### config.mk
export PLATFORM = sky130hd
export DESIGN_NAME = adc_seq_ctrl
export DESIGN_NICKNAME = d
export VERILOG_FILES = /design/src/include/adc_seq_pkg.sv /design/src/core/adc_seq_timer.sv /design/src/core/adc_seq_ctrl.sv
export VERILOG_INCLUDE_DIRS = /design/src /design/src/include
export SDC_FILE = /design/constraint.sdc
export NUM_CORES = 1
export LEC_CHECK = 0
export ABC_AREA = 1
export BUFFER_PORTS_ARGS = -buffer_cell sky130_fd_sc_hd__buf_2
export CAP_MARGIN = 20
export CORE_MARGIN = 8
export CORE_UTILIZATION = 40
export CTS_CLUSTER_SIZE = 10
export DETAILED_ROUTE_END_ITERATION = 8
export GPL_TIMING_DRIVEN = 1
export PLACE_DENSITY = 0.63
export SYNTH_ARGS = -nofsm -noshare
export SYNTH_HDL_FRONTEND = slang
export SYNTH_SLANG_ARGS = --single-unit
### constraint.sdc
create_clock -name I_CLK_SYS -period 11.8 [get_ports I_CLK_SYS]
set_input_delay 1.18 -clock I_CLK_SYS [delete_from_list [all_inputs] [get_ports I_CLK_SYS]]
set_output_delay 1.18 -clock I_CLK_SYS [all_outputs]
set_load 0.1 [all_outputs]
### src/include/adc_seq_map.svh
// register offsets, field positions, reset values and timing counts of the converter control
`ifndef ADC_SEQ_MAP_SVH
`define ADC_SEQ_MAP_SVH
// register offsets (word index on the plain port)
`define ADDR_MODE 4'h0
`define ADDR_CHAN 4'h1
`define ADDR_RESULT 4'h2
`define ADDR_STATUS 4'h3
`define ADDR_PF_MODE 4'h4
`define ADDR_PF_THR 4'h5
// mode register fields
`define MODE_RUN_BIT 7
`define MODE_FR_HI 5
`define MODE_FR_LO 3
`define MODE_PWR_BIT 0
`define MODE_RESET 8'h00
`define CHAN_RESET 8'h00
// status register fields
`define STAT_FLAG_BIT 0
`define STAT_BUSY_BIT 1
// timing
`define POWER_SETTLE_NS 14000
`define CLK_PERIOD_NS 10
`define START_DELAY_CYC 8
`endif

### src/include/adc_seq_pkg.sv
// types of the converter control
package adc_seq_pkg;
   typedef enum logic [1:0] {
      ST_IDLE = 2'b00,
      ST_DELAY = 2'b01,
      ST_SAMPLE = 2'b10,
      ST_CONVERT = 2'b11
   } conv_state_type;
endpackage

### src/core/adc_seq_timer.sv
// conversion timer: counts a load value down and flags its expiry
`timescale 1ns/10ps
module adc_seq_timer #(
   parameter int CW = 12
) (
   // clock and reset
   input wire logic i_clk,
   input wire logic i_rst_b,
   // control
   input wire logic i_load,
   input wire logic [CW-1:0] i_value,
   // status
   output logic o_expired
);
   logic [CW-1:0] count_q;

   // reload on request, otherwise count down to zero
   always_ff @(posedge i_clk or negedge i_rst_b) begin
      if (!i_rst_b) begin
         count_q <= '0;
      end else if (i_load) begin
         count_q <= i_value;
      end else if (count_q != '0) begin
         count_q <= count_q - 1'b1;
      end
   end

   // one cycle before the count reaches zero
   assign o_expired = (count_q == {{(CW-1){1'b0}}, 1'b1});
endmodule

### src/core/adc_seq_ctrl.sv
// control and sequencing logic of an eight-channel successive-approximation converter
//
// Behaviour
// channel write never clears done flag
// channel change may finish old conversion first
// software clears done flag before restarting
// software waits 14 us power-on before run
// software discards first result after start
// mode or channel write may spoil result
// software reads result before mode/channel writes
// sampling time from mode; start delay first
// sampling lasts one sixth of conversion time
// no access while main oscillator stopped
// no shared port access during conversion
// result read delays pending result write
// mode/channel write beats conversion end
// run bit at mode bit 7; 0 stops
// result, flag and request in one cycle
`timescale 1ns/10ps
`include "adc_seq_map.svh"
module adc_seq_ctrl #(
   parameter int RES_W = 10,
   parameter int CW = 12,
   parameter int BASE_CYC = 96
) (
   // clock and reset
   input wire logic I_CLK_SYS,
   input wire logic I_RST_B,
   // register port
   input wire logic [3:0] I_ADDR,
   input wire logic [7:0] I_WDATA,
   input wire logic I_WR,
   input wire logic I_RD,
   output logic [15:0] O_RDATA,
   // analog front end
   input wire logic [RES_W-1:0] I_SAR_DATA,
   output logic [2:0] O_CHAN_SEL,
   output logic O_SAMPLE,
   output logic O_POWER_ON,
   // event
   output logic O_CONV_DONE_IRQ
);
   // ==========================================================
   // register state
   logic [7:0] converter_mode_reg_q;
   logic [7:0] channel_select_reg_q;
   logic [7:0] powerfail_mode_reg_q;
   logic [7:0] powerfail_threshold_reg_q;
   logic [RES_W-1:0] conversion_result_reg_q;
   logic [RES_W-1:0] pend_result_q;
   logic pend_q;
   logic conv_done_irq_flag_q;
   adc_seq_pkg::conv_state_type state_q;
   logic [CW-1:0] delay_q;
   logic [CW-1:0] samp_q;
   logic [CW-1:0] conv_q;
   logic timer_load;
   logic [CW-1:0] timer_value;
   logic timer_expired;

   logic wr_mode;
   logic wr_chan;
   logic rd_result;
   logic conv_end;
   logic ctrl_wr;
   logic run_bit;
   logic power_on_bit;

   // conversion time in cycles from the three-bit time code
   function automatic logic [CW-1:0] conv_cycles(input logic [2:0] code);
      conv_cycles = CW'(BASE_CYC * (int'(code) + 1));
   endfunction

   // ==========================================================
   // access decode
   assign wr_mode = I_WR && (I_ADDR == `ADDR_MODE);
   assign wr_chan = I_WR && (I_ADDR == `ADDR_CHAN);
   assign rd_result = I_RD && (I_ADDR == `ADDR_RESULT);
   assign ctrl_wr = wr_mode || wr_chan;
   assign run_bit = converter_mode_reg_q[`MODE_RUN_BIT];
   assign power_on_bit = converter_mode_reg_q[`MODE_PWR_BIT];
   assign conv_end = (state_q == adc_seq_pkg::ST_CONVERT) && timer_expired;

   // ==========================================================
   // software registers
   always_ff @(posedge I_CLK_SYS or negedge I_RST_B) begin
      if (!I_RST_B) begin
         converter_mode_reg_q <= `MODE_RESET;
         channel_select_reg_q <= `CHAN_RESET;
         powerfail_mode_reg_q <= 8'h00;
         powerfail_threshold_reg_q <= 8'h00;
      end else if (I_WR) begin
         case (I_ADDR)
            `ADDR_MODE: converter_mode_reg_q <= I_WDATA;
            `ADDR_CHAN: channel_select_reg_q <= {5'h00, I_WDATA[2:0]};
            `ADDR_PF_MODE: powerfail_mode_reg_q <= I_WDATA;
            `ADDR_PF_THR: powerfail_threshold_reg_q <= I_WDATA;
            default: ;
         endcase
      end
   end

   // ==========================================================
   // sequencer: start delay, sampling, conversion
   always_comb begin
      timer_load = 1'b0;
      timer_value = '0;
      case (state_q)
         adc_seq_pkg::ST_IDLE: begin
            timer_load = run_bit;
            timer_value = CW'(`START_DELAY_CYC);
         end
         adc_seq_pkg::ST_DELAY: begin
            timer_load = timer_expired;
            timer_value = samp_q;
         end
         adc_seq_pkg::ST_SAMPLE: begin
            timer_load = timer_expired;
            timer_value = CW'(conv_q - samp_q);
         end
         adc_seq_pkg::ST_CONVERT: begin
            timer_load = timer_expired || ctrl_wr;
            timer_value = samp_q;
         end
         default: ;
      endcase
      // a control write restarts sampling; the start delay runs out untouched
      if (ctrl_wr && (state_q == adc_seq_pkg::ST_SAMPLE ||
            state_q == adc_seq_pkg::ST_CONVERT)) begin
         timer_load = 1'b1;
         timer_value = samp_q;
      end
   end

   // conversion and sampling phase lengths derived from the mode's time code
   always_ff @(posedge I_CLK_SYS or negedge I_RST_B) begin
      if (!I_RST_B) begin
         conv_q <= '0;
         samp_q <= '0;
      end else begin
         conv_q <= conv_cycles(converter_mode_reg_q[`MODE_FR_HI:`MODE_FR_LO]);
         samp_q <= CW'(conv_cycles(converter_mode_reg_q[`MODE_FR_HI:`MODE_FR_LO]) / 6);
      end
   end

   // state register
   always_ff @(posedge I_CLK_SYS or negedge I_RST_B) begin
      if (!I_RST_B) begin
         state_q <= adc_seq_pkg::ST_IDLE;
      end else if (!run_bit) begin
         state_q <= adc_seq_pkg::ST_IDLE;
      end else begin
         case (state_q)
            adc_seq_pkg::ST_IDLE: state_q <= adc_seq_pkg::ST_DELAY;
            adc_seq_pkg::ST_DELAY: if (timer_expired) state_q <= adc_seq_pkg::ST_SAMPLE;
            adc_seq_pkg::ST_SAMPLE: if (ctrl_wr) begin
               state_q <= adc_seq_pkg::ST_SAMPLE;
            end else if (timer_expired) begin
               state_q <= adc_seq_pkg::ST_CONVERT;
            end
            adc_seq_pkg::ST_CONVERT: if (timer_expired || ctrl_wr) begin
               state_q <= adc_seq_pkg::ST_SAMPLE; // restart sampling for the next conversion
            end
            default: state_q <= adc_seq_pkg::ST_IDLE;
         endcase
      end
   end

   // shared countdown timer
   adc_seq_timer #(
      .CW(CW)
   ) u_timer (
      .i_clk(I_CLK_SYS),
      .i_rst_b(I_RST_B),
      .i_load(timer_load),
      .i_value(timer_value),
      .o_expired(timer_expired)
   );

   // ==========================================================
   // result register with read priority
   always_ff @(posedge I_CLK_SYS or negedge I_RST_B) begin
      if (!I_RST_B) begin
         conversion_result_reg_q <= '0;
         pend_result_q <= '0;
         pend_q <= 1'b0;
      end else if (conv_end && !ctrl_wr) begin
         if (rd_result) begin
            pend_result_q <= I_SAR_DATA;
            pend_q <= 1'b1;
         end else begin
            conversion_result_reg_q <= I_SAR_DATA;
            pend_q <= 1'b0;
         end
      end else if (pend_q && !rd_result) begin
         conversion_result_reg_q <= pend_result_q;
         pend_q <= 1'b0;
      end
   end

   // done flag: set wins over a software clear; channel writes leave it
   always_ff @(posedge I_CLK_SYS or negedge I_RST_B) begin
      if (!I_RST_B) begin
         conv_done_irq_flag_q <= 1'b0;
      end else if (conv_end && !ctrl_wr) begin
         conv_done_irq_flag_q <= 1'b1;
      end else if (I_WR && I_ADDR == `ADDR_STATUS && !I_WDATA[`STAT_FLAG_BIT]) begin
         conv_done_irq_flag_q <= 1'b0;
      end
   end

   // ==========================================================
   // outputs
   always_ff @(posedge I_CLK_SYS or negedge I_RST_B) begin
      if (!I_RST_B) begin
         O_CONV_DONE_IRQ <= 1'b0;
         O_SAMPLE <= 1'b0;
         O_POWER_ON <= 1'b0;
         O_CHAN_SEL <= 3'h0;
      end else begin
         O_CONV_DONE_IRQ <= conv_end && !ctrl_wr;
         O_SAMPLE <= (state_q == adc_seq_pkg::ST_SAMPLE) && !ctrl_wr;
         O_POWER_ON <= power_on_bit;
         O_CHAN_SEL <= channel_select_reg_q[2:0];
      end
   end

   // read data, one cycle after the strobe
   always_ff @(posedge I_CLK_SYS or negedge I_RST_B) begin
      if (!I_RST_B) begin
         O_RDATA <= 16'h0000;
      end else if (I_RD) begin
         case (I_ADDR)
            `ADDR_MODE: O_RDATA <= {8'h00, converter_mode_reg_q};
            `ADDR_CHAN: O_RDATA <= {8'h00, channel_select_reg_q};
            `ADDR_RESULT: O_RDATA <= 16'(conversion_result_reg_q);
            `ADDR_STATUS: O_RDATA <= {14'h0000, state_q != adc_seq_pkg::ST_IDLE,
               conv_done_irq_flag_q};
            `ADDR_PF_MODE: O_RDATA <= {8'h00, powerfail_mode_reg_q};
            `ADDR_PF_THR: O_RDATA <= {8'h00, powerfail_threshold_reg_q};
            default: O_RDATA <= 16'h0000;
         endcase
      end else begin
         O_RDATA <= 16'h0000;
      end
   end

   // ==========================================================
   // checks
   a_irq_with_flag: assert property (@(posedge I_CLK_SYS) disable iff (!I_RST_B)
      O_CONV_DONE_IRQ |-> conv_done_irq_flag_q)
      else $error("request without flag");
   a_chan_keeps_flag: assert property (@(posedge I_CLK_SYS) disable iff (!I_RST_B)
      (wr_chan && conv_done_irq_flag_q) |=> conv_done_irq_flag_q)
      else $error("channel write cleared flag");
   a_write_blocks_end: assert property (@(posedge I_CLK_SYS) disable iff (!I_RST_B)
      (conv_end && ctrl_wr) |=> !O_CONV_DONE_IRQ)
      else $error("request despite control write");
   a_read_defers: assert property (@(posedge I_CLK_SYS) disable iff (!I_RST_B)
      (conv_end && !ctrl_wr && rd_result) |=> pend_q)
      else $error("result not deferred");
   a_stop_idle: assert property (@(posedge I_CLK_SYS) disable iff (!I_RST_B)
      !run_bit |=> state_q == adc_seq_pkg::ST_IDLE)
      else $error("run bit clear did not stop");
   a_start_delay: assert property (@(posedge I_CLK_SYS) disable iff (!I_RST_B)
      (state_q == adc_seq_pkg::ST_IDLE && run_bit) |=> !O_SAMPLE [*2])
      else $error("sampling without start delay");
endmodule

### Word level (Yosys, flattened, before mapping)

Cells that the tools add are included.

* input port bits: 26
* flip-flop bits (word level): 104

* add/subtract/negate cells: 3
* mux-type cells: 22
* reduce and logical (&&, ||, !) cells: 32
* divide/modulo/power cells: 1
* equality and inequality tests: 13
* multiply operators: 1

Operator list (number)
* 10-bit one-hot mux with 6 select lines: 1
* 12-bit 2-to-1 mux: 3
* 12-bit one-hot mux with 3 select lines: 1
* 12-bit by 3-bit divider with 32-bit output, second input constant: 1
* 10-bit 2-to-1 mux: 3
* 16-bit 2-to-1 mux: 1
* 12-bit by 1-bit == test with 1-bit output, second input constant: 1
* 2-bit AND reduction: 6
* 12-bit nonzero test: 1
* 12-bit by 1-bit subtractor with 12-bit output, second input constant: 1
* 12-bit subtractor: 1
* 1-bit logical AND: 10
* 2-bit 2-to-1 mux: 5
* 4-bit by 2-bit == test with 1-bit output, second input constant: 2
* 4-bit by 3-bit == test with 1-bit output, second input constant: 2
* 2-bit one-hot mux with 4 select lines: 1
* 2-bit nonzero test: 4
* 2-bit by 4-bit multiplier with 6-bit output, first input constant: 1
* 1-bit 2-to-1 mux: 6
* 3-bit inequality test, second input constant: 2
* 3-bit by 1-bit adder with 4-bit output, second input constant: 1
* 2-bit == test, second input constant: 2
* 4-bit by 1-bit == test with 1-bit output, second input constant: 1
* 4-bit zero test: 1
* 9 further kinds: 14

### Longest topological paths before layout

Gate-level depths: netlist (run 1).

* depth in word-level cells: 7
* gate-level depth with buffers: 38

### Hierarchy

From an unflattened synthesis (run 1), not the netlist that was laid out.

* cells, all modules: 686
* area total of the unflattened synthesis: 5470.2 um^2

By module, submodules not included
* adc_seq_ctrl: cells an instance 557, area an instance 4584.4 um^2, sequential area each 2052.0 um^2, instances 1
* adc_seq_timer: cells an instance 129, area an instance 885.8 um^2, sequential area each 300.3 um^2, instances 1

### Least setup slack after synthesis (run 1)

Ideal clock, no wire load.

* path kind: reg-to-reg
* start: register converter_mode_reg_q[3]
* end: register samp_q[0]
* clock period less this slack: 4.467 ns
* path slack: 7.333 ns
* arrival time: 4.336 ns
* required time: 11.668 ns
* setup time: 0.132 ns
* cell stages (with the launch flop): 38
* cells stage by stage: dfrtp_1 -> buf_6 -> inv_1 -> ha_1 -> ha_1 -> nand2_1 -> nand2_2 -> a21oi_4 -> inv_2 -> ha_1 -> inv_1 -> nand3_1 -> nand2_2 -> nand3_4 -> nand2_2 -> nand2_2 -> inv_2 -> nand2_2 -> [... 2 more ...] -> nand2_1 -> inv_2 -> nand3_2 -> buf_6 -> nand2_1 -> ha_1 -> inv_1 -> o21ai_1 -> nand2_1 -> inv_1 -> nand3_4 -> nand2_1 -> ha_1 -> inv_1 -> nand3_1 -> nand2_1 -> nand2_1 -> nand4_1

* word-level cells in the longest chain between the ends: 3

RTL lines
* start, declared: line adc_seq_ctrl.sv:45 `logic [7:0] converter_mode_reg_q;`
* start signal, assigned: line adc_seq_ctrl.sv:88 `` converter_mode_reg_q <= `MODE_RESET; ``
* 3-bit by 1-bit adder with 4-bit output: line adc_seq_ctrl.sv:71 `conv_cycles = CW'(BASE_CYC * (int'(code) + 1));`
* 2-bit by 4-bit multiplier with 6-bit output: line adc_seq_ctrl.sv:71
* 12-bit by 3-bit divider with 32-bit output: line adc_seq_ctrl.sv:142 `` samp_q <= CW'(conv_cycles(converter_mode_reg_q[`MODE_FR_HI:`MODE_FR_LO]) / 6); ``
* end signal, assigned: line adc_seq_ctrl.sv:142
* end, declared: line adc_seq_ctrl.sv:55 `logic [CW-1:0] samp_q;`

No other way between the ends.
A chain may end at the register's enable or synchronous reset.

### Worst setup path after layout (run 1)

Same ends and word-level chain as after synthesis.

==> reports/metrics.cfg, run 1 <==
[die]
dieArea_um2 = 17770
io_pins = 48
initial_utilization_pct = 40.27
row_count = 43
die_h_um = 133.3
die_w_um = 133.3
core_um2 = 13670

[timing]
rsz0062_at_grt = no
setup_viol = 0
fin_crit_ns = 5.281
hold_slack_ns = 0.4060
finalSetupTns_ns = 0
hold_viol = 0
slew_viol_final = 0
skew_ns = 0.007502
min_period_over_period_pct = 44.75
worst_pin_slew_ns = 0.7927
timing.slew.headroom_pct = 47.15
max_freq_mhz = 189.4

[worst_hold_path]
hp-start = channel_select_reg_q[1]$_DFFE_PN0P_
hold_end = O_CHAN_SEL[1]$_DFF_PN0_
holdPathStages = 0
hp-class = flip-flop to flip-flop

[yosys]
yosysTopAreaCell = dfrtp_1
synth_ff_type = dfrtp_1
synth_cells = 686
synth.mux.area_fraction_pct = 0
synth_top_family_by_area = simple AND/OR/NAND/NOR gates
synthXorXnorAreaFrac_pct = 2.069
yosysWarnings = 0
synthArstFlopShare_pct = 100.0
synth-edff-count = 0
ys_seq_area_share_pct = 42.75
synth-compound-area-share_pct = 16.01
synth_area_leaders = dfrtp_1 43%, nand2_1 10%, inv_1 7.0%, o21ai_0 6.5%, ha_1 5.5%
synth_area_um2 = 5503
yosysUniqueCellTypes = 47
synth_top_area_share_pct = 42.75
syn_avg_cell_area_um2 = 8.022
ys_ff_latch = 94
yosys.area_share.simple_pct = 23.49
synth_fa_ha_area_share_pct = 5.457

[setup_path]
r2r_start = converter_mode_reg_q[3]$_DFFE_PN0P_
crit_fanout = 12
cp_common_cell = nand2_1
crit_required_ns = 12.01
critPathCaptureType = flip-flop
cp.buffers_inverters = 7
crit_path_max_incr_delay_ns = 0.66
critPathLaunchType = flip-flop
r2r_cells = 33
crit_type = flip-flop to flip-flop
worstPathArrival_ns = 5.49
r2r_slack_ns = 6.52
regToRegEndpoint = samp_q[0]$_DFF_PN0_
critPathTopFamily = simple AND/OR/NAND/NOR gates
cp_slowest_cell = dfrtp_1

[final_layout]
layout_commonest_cell = nand2_1
areaGrowthSynthToFinish_pct = 11.73
nets = 776
most-common-layout-cells = 148 x nand2_1, 102 x inv_1, 94 x dfrtp_1, 71 x o21ai_0, 52 x nor2_1
final_cells = 911
final_util_pct = 44.99
drive_gt1_share_pct = 13.68
antenna_cells = 0

[place]
gp_congestion = 0.8359
dp.cells = 893
numPortBuffers = 41
dp_hpwl_mm = 9.000

[power_and_ir_drop]
p_leak_uw = 0.003117
powerDensity_nw_per_um2 = 211.0
ir_drop_v = 0.00007508

[run]
drv_cap = 0

[routing]
routed_via_density = 4.999
ant_nets = 0
wire_per_inst_um = 13.19
drtIter0Drc = 353
vias = 4554
drt_wl_total_mm = 12.02
drc = 0
dr.pass1.iters = 5

[clocking]
cts_buffers = 9
clock_latency_ns = 0.34
cts_root_buf = clkbuf_16
cts.htree.levels = 3
cts_tree = yes
clock-sinks = 94
ctsResizeCount = 0
clk_pin_slew_ns = 0.07
postCtsHoldBufs = 0
clock_path_buffers = 2
post_cts_buffers = 0

[global_routing]
antenna_found_initial = 0
grt_pass1_vias = 4409
grtUsageTotal_pct = 13.73
grt_max_degree = 64
grt_overflow = 0
grt_first_pass_wirelength_mm = 20.47

[status]
outcome = completed

## how the worst max path moves through the flow
stage,end,cells past startpoint,slack [ns],startpoint
global route,samp_q[0]$_DFF_PN0_,33,5.97,converter_mode_reg_q[3]$_DFFE_PN0P_
floorplan,samp_q[0]$_DFF_PN0_,37,7.33,converter_mode_reg_q[3]$_DFFE_PN0P_
CTS,samp_q[0]$_DFF_PN0_,33,6.50,converter_mode_reg_q[3]$_DFFE_PN0P_
finish,samp_q[0]$_DFF_PN0_,33,6.52,converter_mode_reg_q[3]$_DFFE_PN0P_
global placement,samp_q[0]$_DFF_PN0_,35,6.87,converter_mode_reg_q[3]$_DFFE_PN0P_
detailed placement,samp_q[0]$_DFF_PN0_,33,6.52,converter_mode_reg_q[3]$_DFFE_PN0P_
## final cells by class
| cell class | instances | area [um^2] |
|---|---|---|
| well taps | 180 | 225.2 |
| clock buffers | 11 | 232.7 |
| inverters | 112 | 422.9 |
| flip-flops and latches | 94 | 2352 |
| multi-input cells | 463 | 2615 |
| fillers | 1338 | 7517 |
| repair buffers | 46 | 242.7 |
| clock inverters | 5 | 57.56 |
## cells by family after synthesis
family,after synthesis
other,1
adder cells (fa/ha/maj),24
flip-flops,94
AO/OA/AOI/OAI,144
buffers and inverters,134
AND/OR/NAND/NOR,276
XOR/XNOR,13
## metal layers
layer	vias to the layer above	GRT usage [%]	part of all wire [%]	routed length, um
met4	0	4.117	1.3	157
met5	-	0	0	0
met1	2161	17.45	46	5566
met2	73	22.54	48	5714
met3	14	3.389	4.8	582
li1	2306	-	-	-
## synth_stat cells (6+ instances only)
cell	number
nand2_1	148
inv_1	102
dfrtp_1	94
o21ai_0	71
nor2_1	52
a21oi_1	25
ha_1	24
nand3_1	22
nor3_1	13
clkbuf_1	11
nand2_2	11
nand4_1	10
a221oi_1	9
xor2_1	7
buf_4	6
o211ai_1	6
xnor2_1	6
## metrics by stage
step / setup slack (ns) / total power [uW] / instance area [um^2]
floorplan: 7.333 / 909.8 / 5522
global placement: 6.868 / 995.5 / 5846
detailed placement: 6.524 / 1017 / 5846
CTS: 6.499 / 1307 / 6136
global route: 5.969 / 1402 / 6148
finish: 6.519 / 1297 / 6148
## flip-flops by register name (all words and copies together) (netlist names), 2 cells and up
register / cells
O_CHAN_SEL: 3
powerfail_threshold_reg_q: 8
channel_select_reg_q: 3
state_q: 2
pend_result_q: 10
conv_q: 6
samp_q: 9
powerfail_mode_reg_q: 8
u_timer.count_q: 12
O_RDATA: 10
converter_mode_reg_q: 8
conversion_result_reg_q: 10
## power breakdown
group	switching [uW]	internal, uW	leakage [uW]	total [uW]
clock network	121	165	0.000144	286
logic	382	192	0.00178	574
registers	50.8	387	0.00119	437
total	553	744	0.00312	1300
Note: power is estimated with default switching activity, not from simulation.
==> run 2, diff against run 1 <==
- ABC_AREA: 1 -> 0
- PLACE_DENSITY: 0.63 -> 0.65
- clock period: 11.8 -> 4.8 ns (I/O delays scaled with it)
==> reports/metrics.cfg, run 2 <==
[power_and_ir_drop]
powerDensity_nw_per_um2 = 531.6  ; +150%
ir_drop_v = 0.0002077  ; +180%
p_leak_uw = 0.002785  ; -11%
pwr-share-comb_pct = 42.7  ; -1.5 points
pwr-share-clk_pct = 23.2  ; +1.2 points
p_switching_uw = 1276  ; +130%
seq_power_share_pct = 34.1  ; +0.4 points
intPower_uw = 1938  ; +160%
sw_frac_of_total_pct = 39.71  ; -2.9 points

[clocking]
cts_root_buf = clkbuf_16
cts.htree.levels = 3  ; unchanged
cts_tree = yes
postCtsHoldBufs = 0  ; unchanged
cts_buffers = 9  ; unchanged
clk_pin_slew_ns = 0.06  ; about the same
post_cts_buffers = 0  ; unchanged
clock_latency_ns = 0.35  ; about the same
clock_path_buffers = 2  ; unchanged
clock-sinks = 94  ; unchanged
ctsResizeCount = 0  ; unchanged

[yosys]
synth_cells = 501  ; -27%
synthArstFlopShare_pct = 100.0  ; unchanged
ys_ff_latch = 94  ; unchanged
yosysUniqueCellTypes = 72  ; +53%
synth_top_area_share_pct = 43.66  ; +0.91 points
syn_avg_cell_area_um2 = 10.75  ; +34%
synth_most_common_cell = dfrtp_1
ys_seq_area_share_pct = 43.66  ; +0.91 points
synth-edff-count = 0  ; unchanged
yosysWarnings = 0  ; unchanged
synth_area_leaders = dfrtp_1 44%, mux2_2 10%, ha_1 5.6%, mux2i_1 2.8%, nor2_1 2.4%
yosysTopAreaCell = dfrtp_1
yosys-top-cells-count = 94 x dfrtp_1, 50 x mux2_2, 35 x nor2_1, 33 x nand2_1, 27 x inv_1
synth_area_um2 = 5388  ; -2.1%
synth_ff_type = dfrtp_1

[routing]
drt_wl_total_mm = 11.71  ; -2.6%
routed_via_density = 5.478  ; +9.6%
wire_per_inst_um = 16.26  ; +23%
dr.pass1.iters = 4  ; -1
ant_nets = 0  ; unchanged
drtIter0Drc = 296  ; -16%
drc = 0  ; unchanged
vias = 3944  ; -13%

[place]
numPortBuffers = 41  ; unchanged
pre_cts_slack_ns = 0.2678  ; -6.256 ns
gp_congestion = 0.8690  ; +4.0%
dp_hpwl_mm = 8.832  ; -1.9%

[final_layout]
areaGrowthSynthToFinish_pct = 12.24
layout_commonest_cell = dfrtp_1
regMostFlops = u_timer.count_q
largest_reg_flops = 12  ; unchanged
drive_gt1_share_pct = 25.18  ; +12 points
antenna_cells = 0  ; unchanged
nets = 589  ; -24%
most-common-layout-cells = 94 x dfrtp_1, 50 x mux2_2, 40 x buf_2, 35 x nor2_1, 33 x nand2_1

[global_routing]
antenna_found_initial = 0  ; unchanged
grt_overflow = 0  ; unchanged
grt_first_pass_wirelength_mm = 19.86  ; -3.0%
grt_pass1_vias = 4043  ; -8.3%
grt_max_degree = 59  ; -7.8%
grtUsageTotal_pct = 13.92  ; +0.18 points

[die]
initial_utilization_pct = 40.85  ; +0.58 points
die_w_um = 132.1  ; -0.93%
io_pins = 48  ; unchanged
core_um2 = 13190  ; -3.5%
row_count = 42  ; -2.3%
die_h_um = 132.1  ; -0.93%
dieArea_um2 = 17440  ; -1.8%

[timing]
rsz0062_at_grt = no
hold_viol = 0  ; unchanged
slew_viol_final = 0  ; unchanged
hold_slack_ns = 0.09596  ; -0.3101 ns
max_freq_mhz = 223.7  ; +18%
setup_viol = 0  ; unchanged
finalSetupTns_ns = 0  ; unchanged
fin_crit_ns = 4.471  ; -0.8098 ns
worst_pin_slew_ns = 1.012  ; +0.2191 ns
timing.slew.headroom_pct = 31.98  ; -15 points
setup_slack_ns = 0.3291  ; -6.190 ns
min_period_over_period_pct = 93.14  ; +48 points
skew_ns = 0.009497  ; +0.001995 ns

[setup_path]
critPathLaunchType = flip-flop
r2r_slack_ns = 0.33  ; -6.19 ns
crit_fanout = 9  ; -3
r2r_cells = 17  ; -48%
crit_required_ns = 5.06  ; -6.95 ns
critPathCaptureType = flip-flop
worstPathArrival_ns = 4.73  ; -0.76 ns
crit_type = flip-flop to flip-flop

[status]
outcome = completed

[worst_hold_path]
hp-class = primary input to asynchronous set/reset pin

[run]
drv_cap = 0  ; unchanged

-- run 2: area by class of cell --
cell class	count	area (um^2)
timing repair buffer	45	237.7
inverter	27	101.3
clock buffer	11	252.7
sequential	94	2352
multi-input combinational	362	2819
clock inverter	5	63.81
fill	1250	7143
tap	176	220.2
-- run 2: metal layers --
layer / global-route usage (%) / routed length, um
met2: 23.42 / 5738
met1: 16.98 / 5334
met5: 0 / 0
met3: 3.773 / 491
met4: 4.212 / 145
-- run 2: per-stage QoR --
step	instances	power, uW	utilization [%]	instance area [um^2]
floorplan	506	2180	-	5406
global placement	704	2424	43.41	5725
detailed placement	704	2473	43.41	5725
CTS	720	3235	45.81	6042
global route	720	3443	45.85	6047
finish	720	3214	45.85	6047
-- run 2: cells by family after synthesis --
group / synth area share [%]
mux: 15.19
xor+xnor: 3.089
buf+inv: 4.459
compound gates: 13.33
other cells: 0.06960
flops: 43.66
fa+ha+maj: 5.574
simple gates: 14.63
-- run 2: worst max-delay path, stage by stage (launching register included) --
cell and delay [ns]:
dfrtp_1 0.46, ha_1 0.22, xor2_1 0.28, ha_1 0.30
a21o_1 0.23, a21oi_1 0.34, inv_1 0.22, ha_1 0.28
nor3_2 0.30, and2_1 0.22, o21ai_0 0.11, ha_1 0.29
a21bo_2 0.18, nand2_1 0.08, a32o_1 0.29, ha_1 0.26
nor2b_1 0.13, o2111ai_1 0.17
-- run 2: final timing paths --
check / startpoint / end
worst max-delay path: converter_mode_reg_q[4]$_DFFE_PN0P_ / samp_q[0]$_DFF_PN0_
worst min-delay path: I_RST_B / samp_q[7]$_DFF_PN0_
worst max register to register: converter_mode_reg_q[4]$_DFFE_PN0P_ / samp_q[0]$_DFF_PN0_
worst min register to register: channel_select_reg_q[0]$_DFFE_PN0P_ / O_CHAN_SEL[0]$_DFF_PN0_
max in group asynchronous: I_RST_B / O_SAMPLE$_DFF_PN0_
min in group I_CLK_SYS: I_SAR_DATA[2] / pend_result_q[2]$_DFFE_PN0P_
-- run 2: power groups by stage --
stage          clock network [uW]  logic, uW  registers (uW)
2_1_floorplan                   0       1010            1170
3_3_place_gp                    0       1320            1100
3_5_place_dp                    0       1370            1110
4_1_cts                       770       1370            1090
5_1_grt                       799       1520            1120
6_report                      746       1370            1100
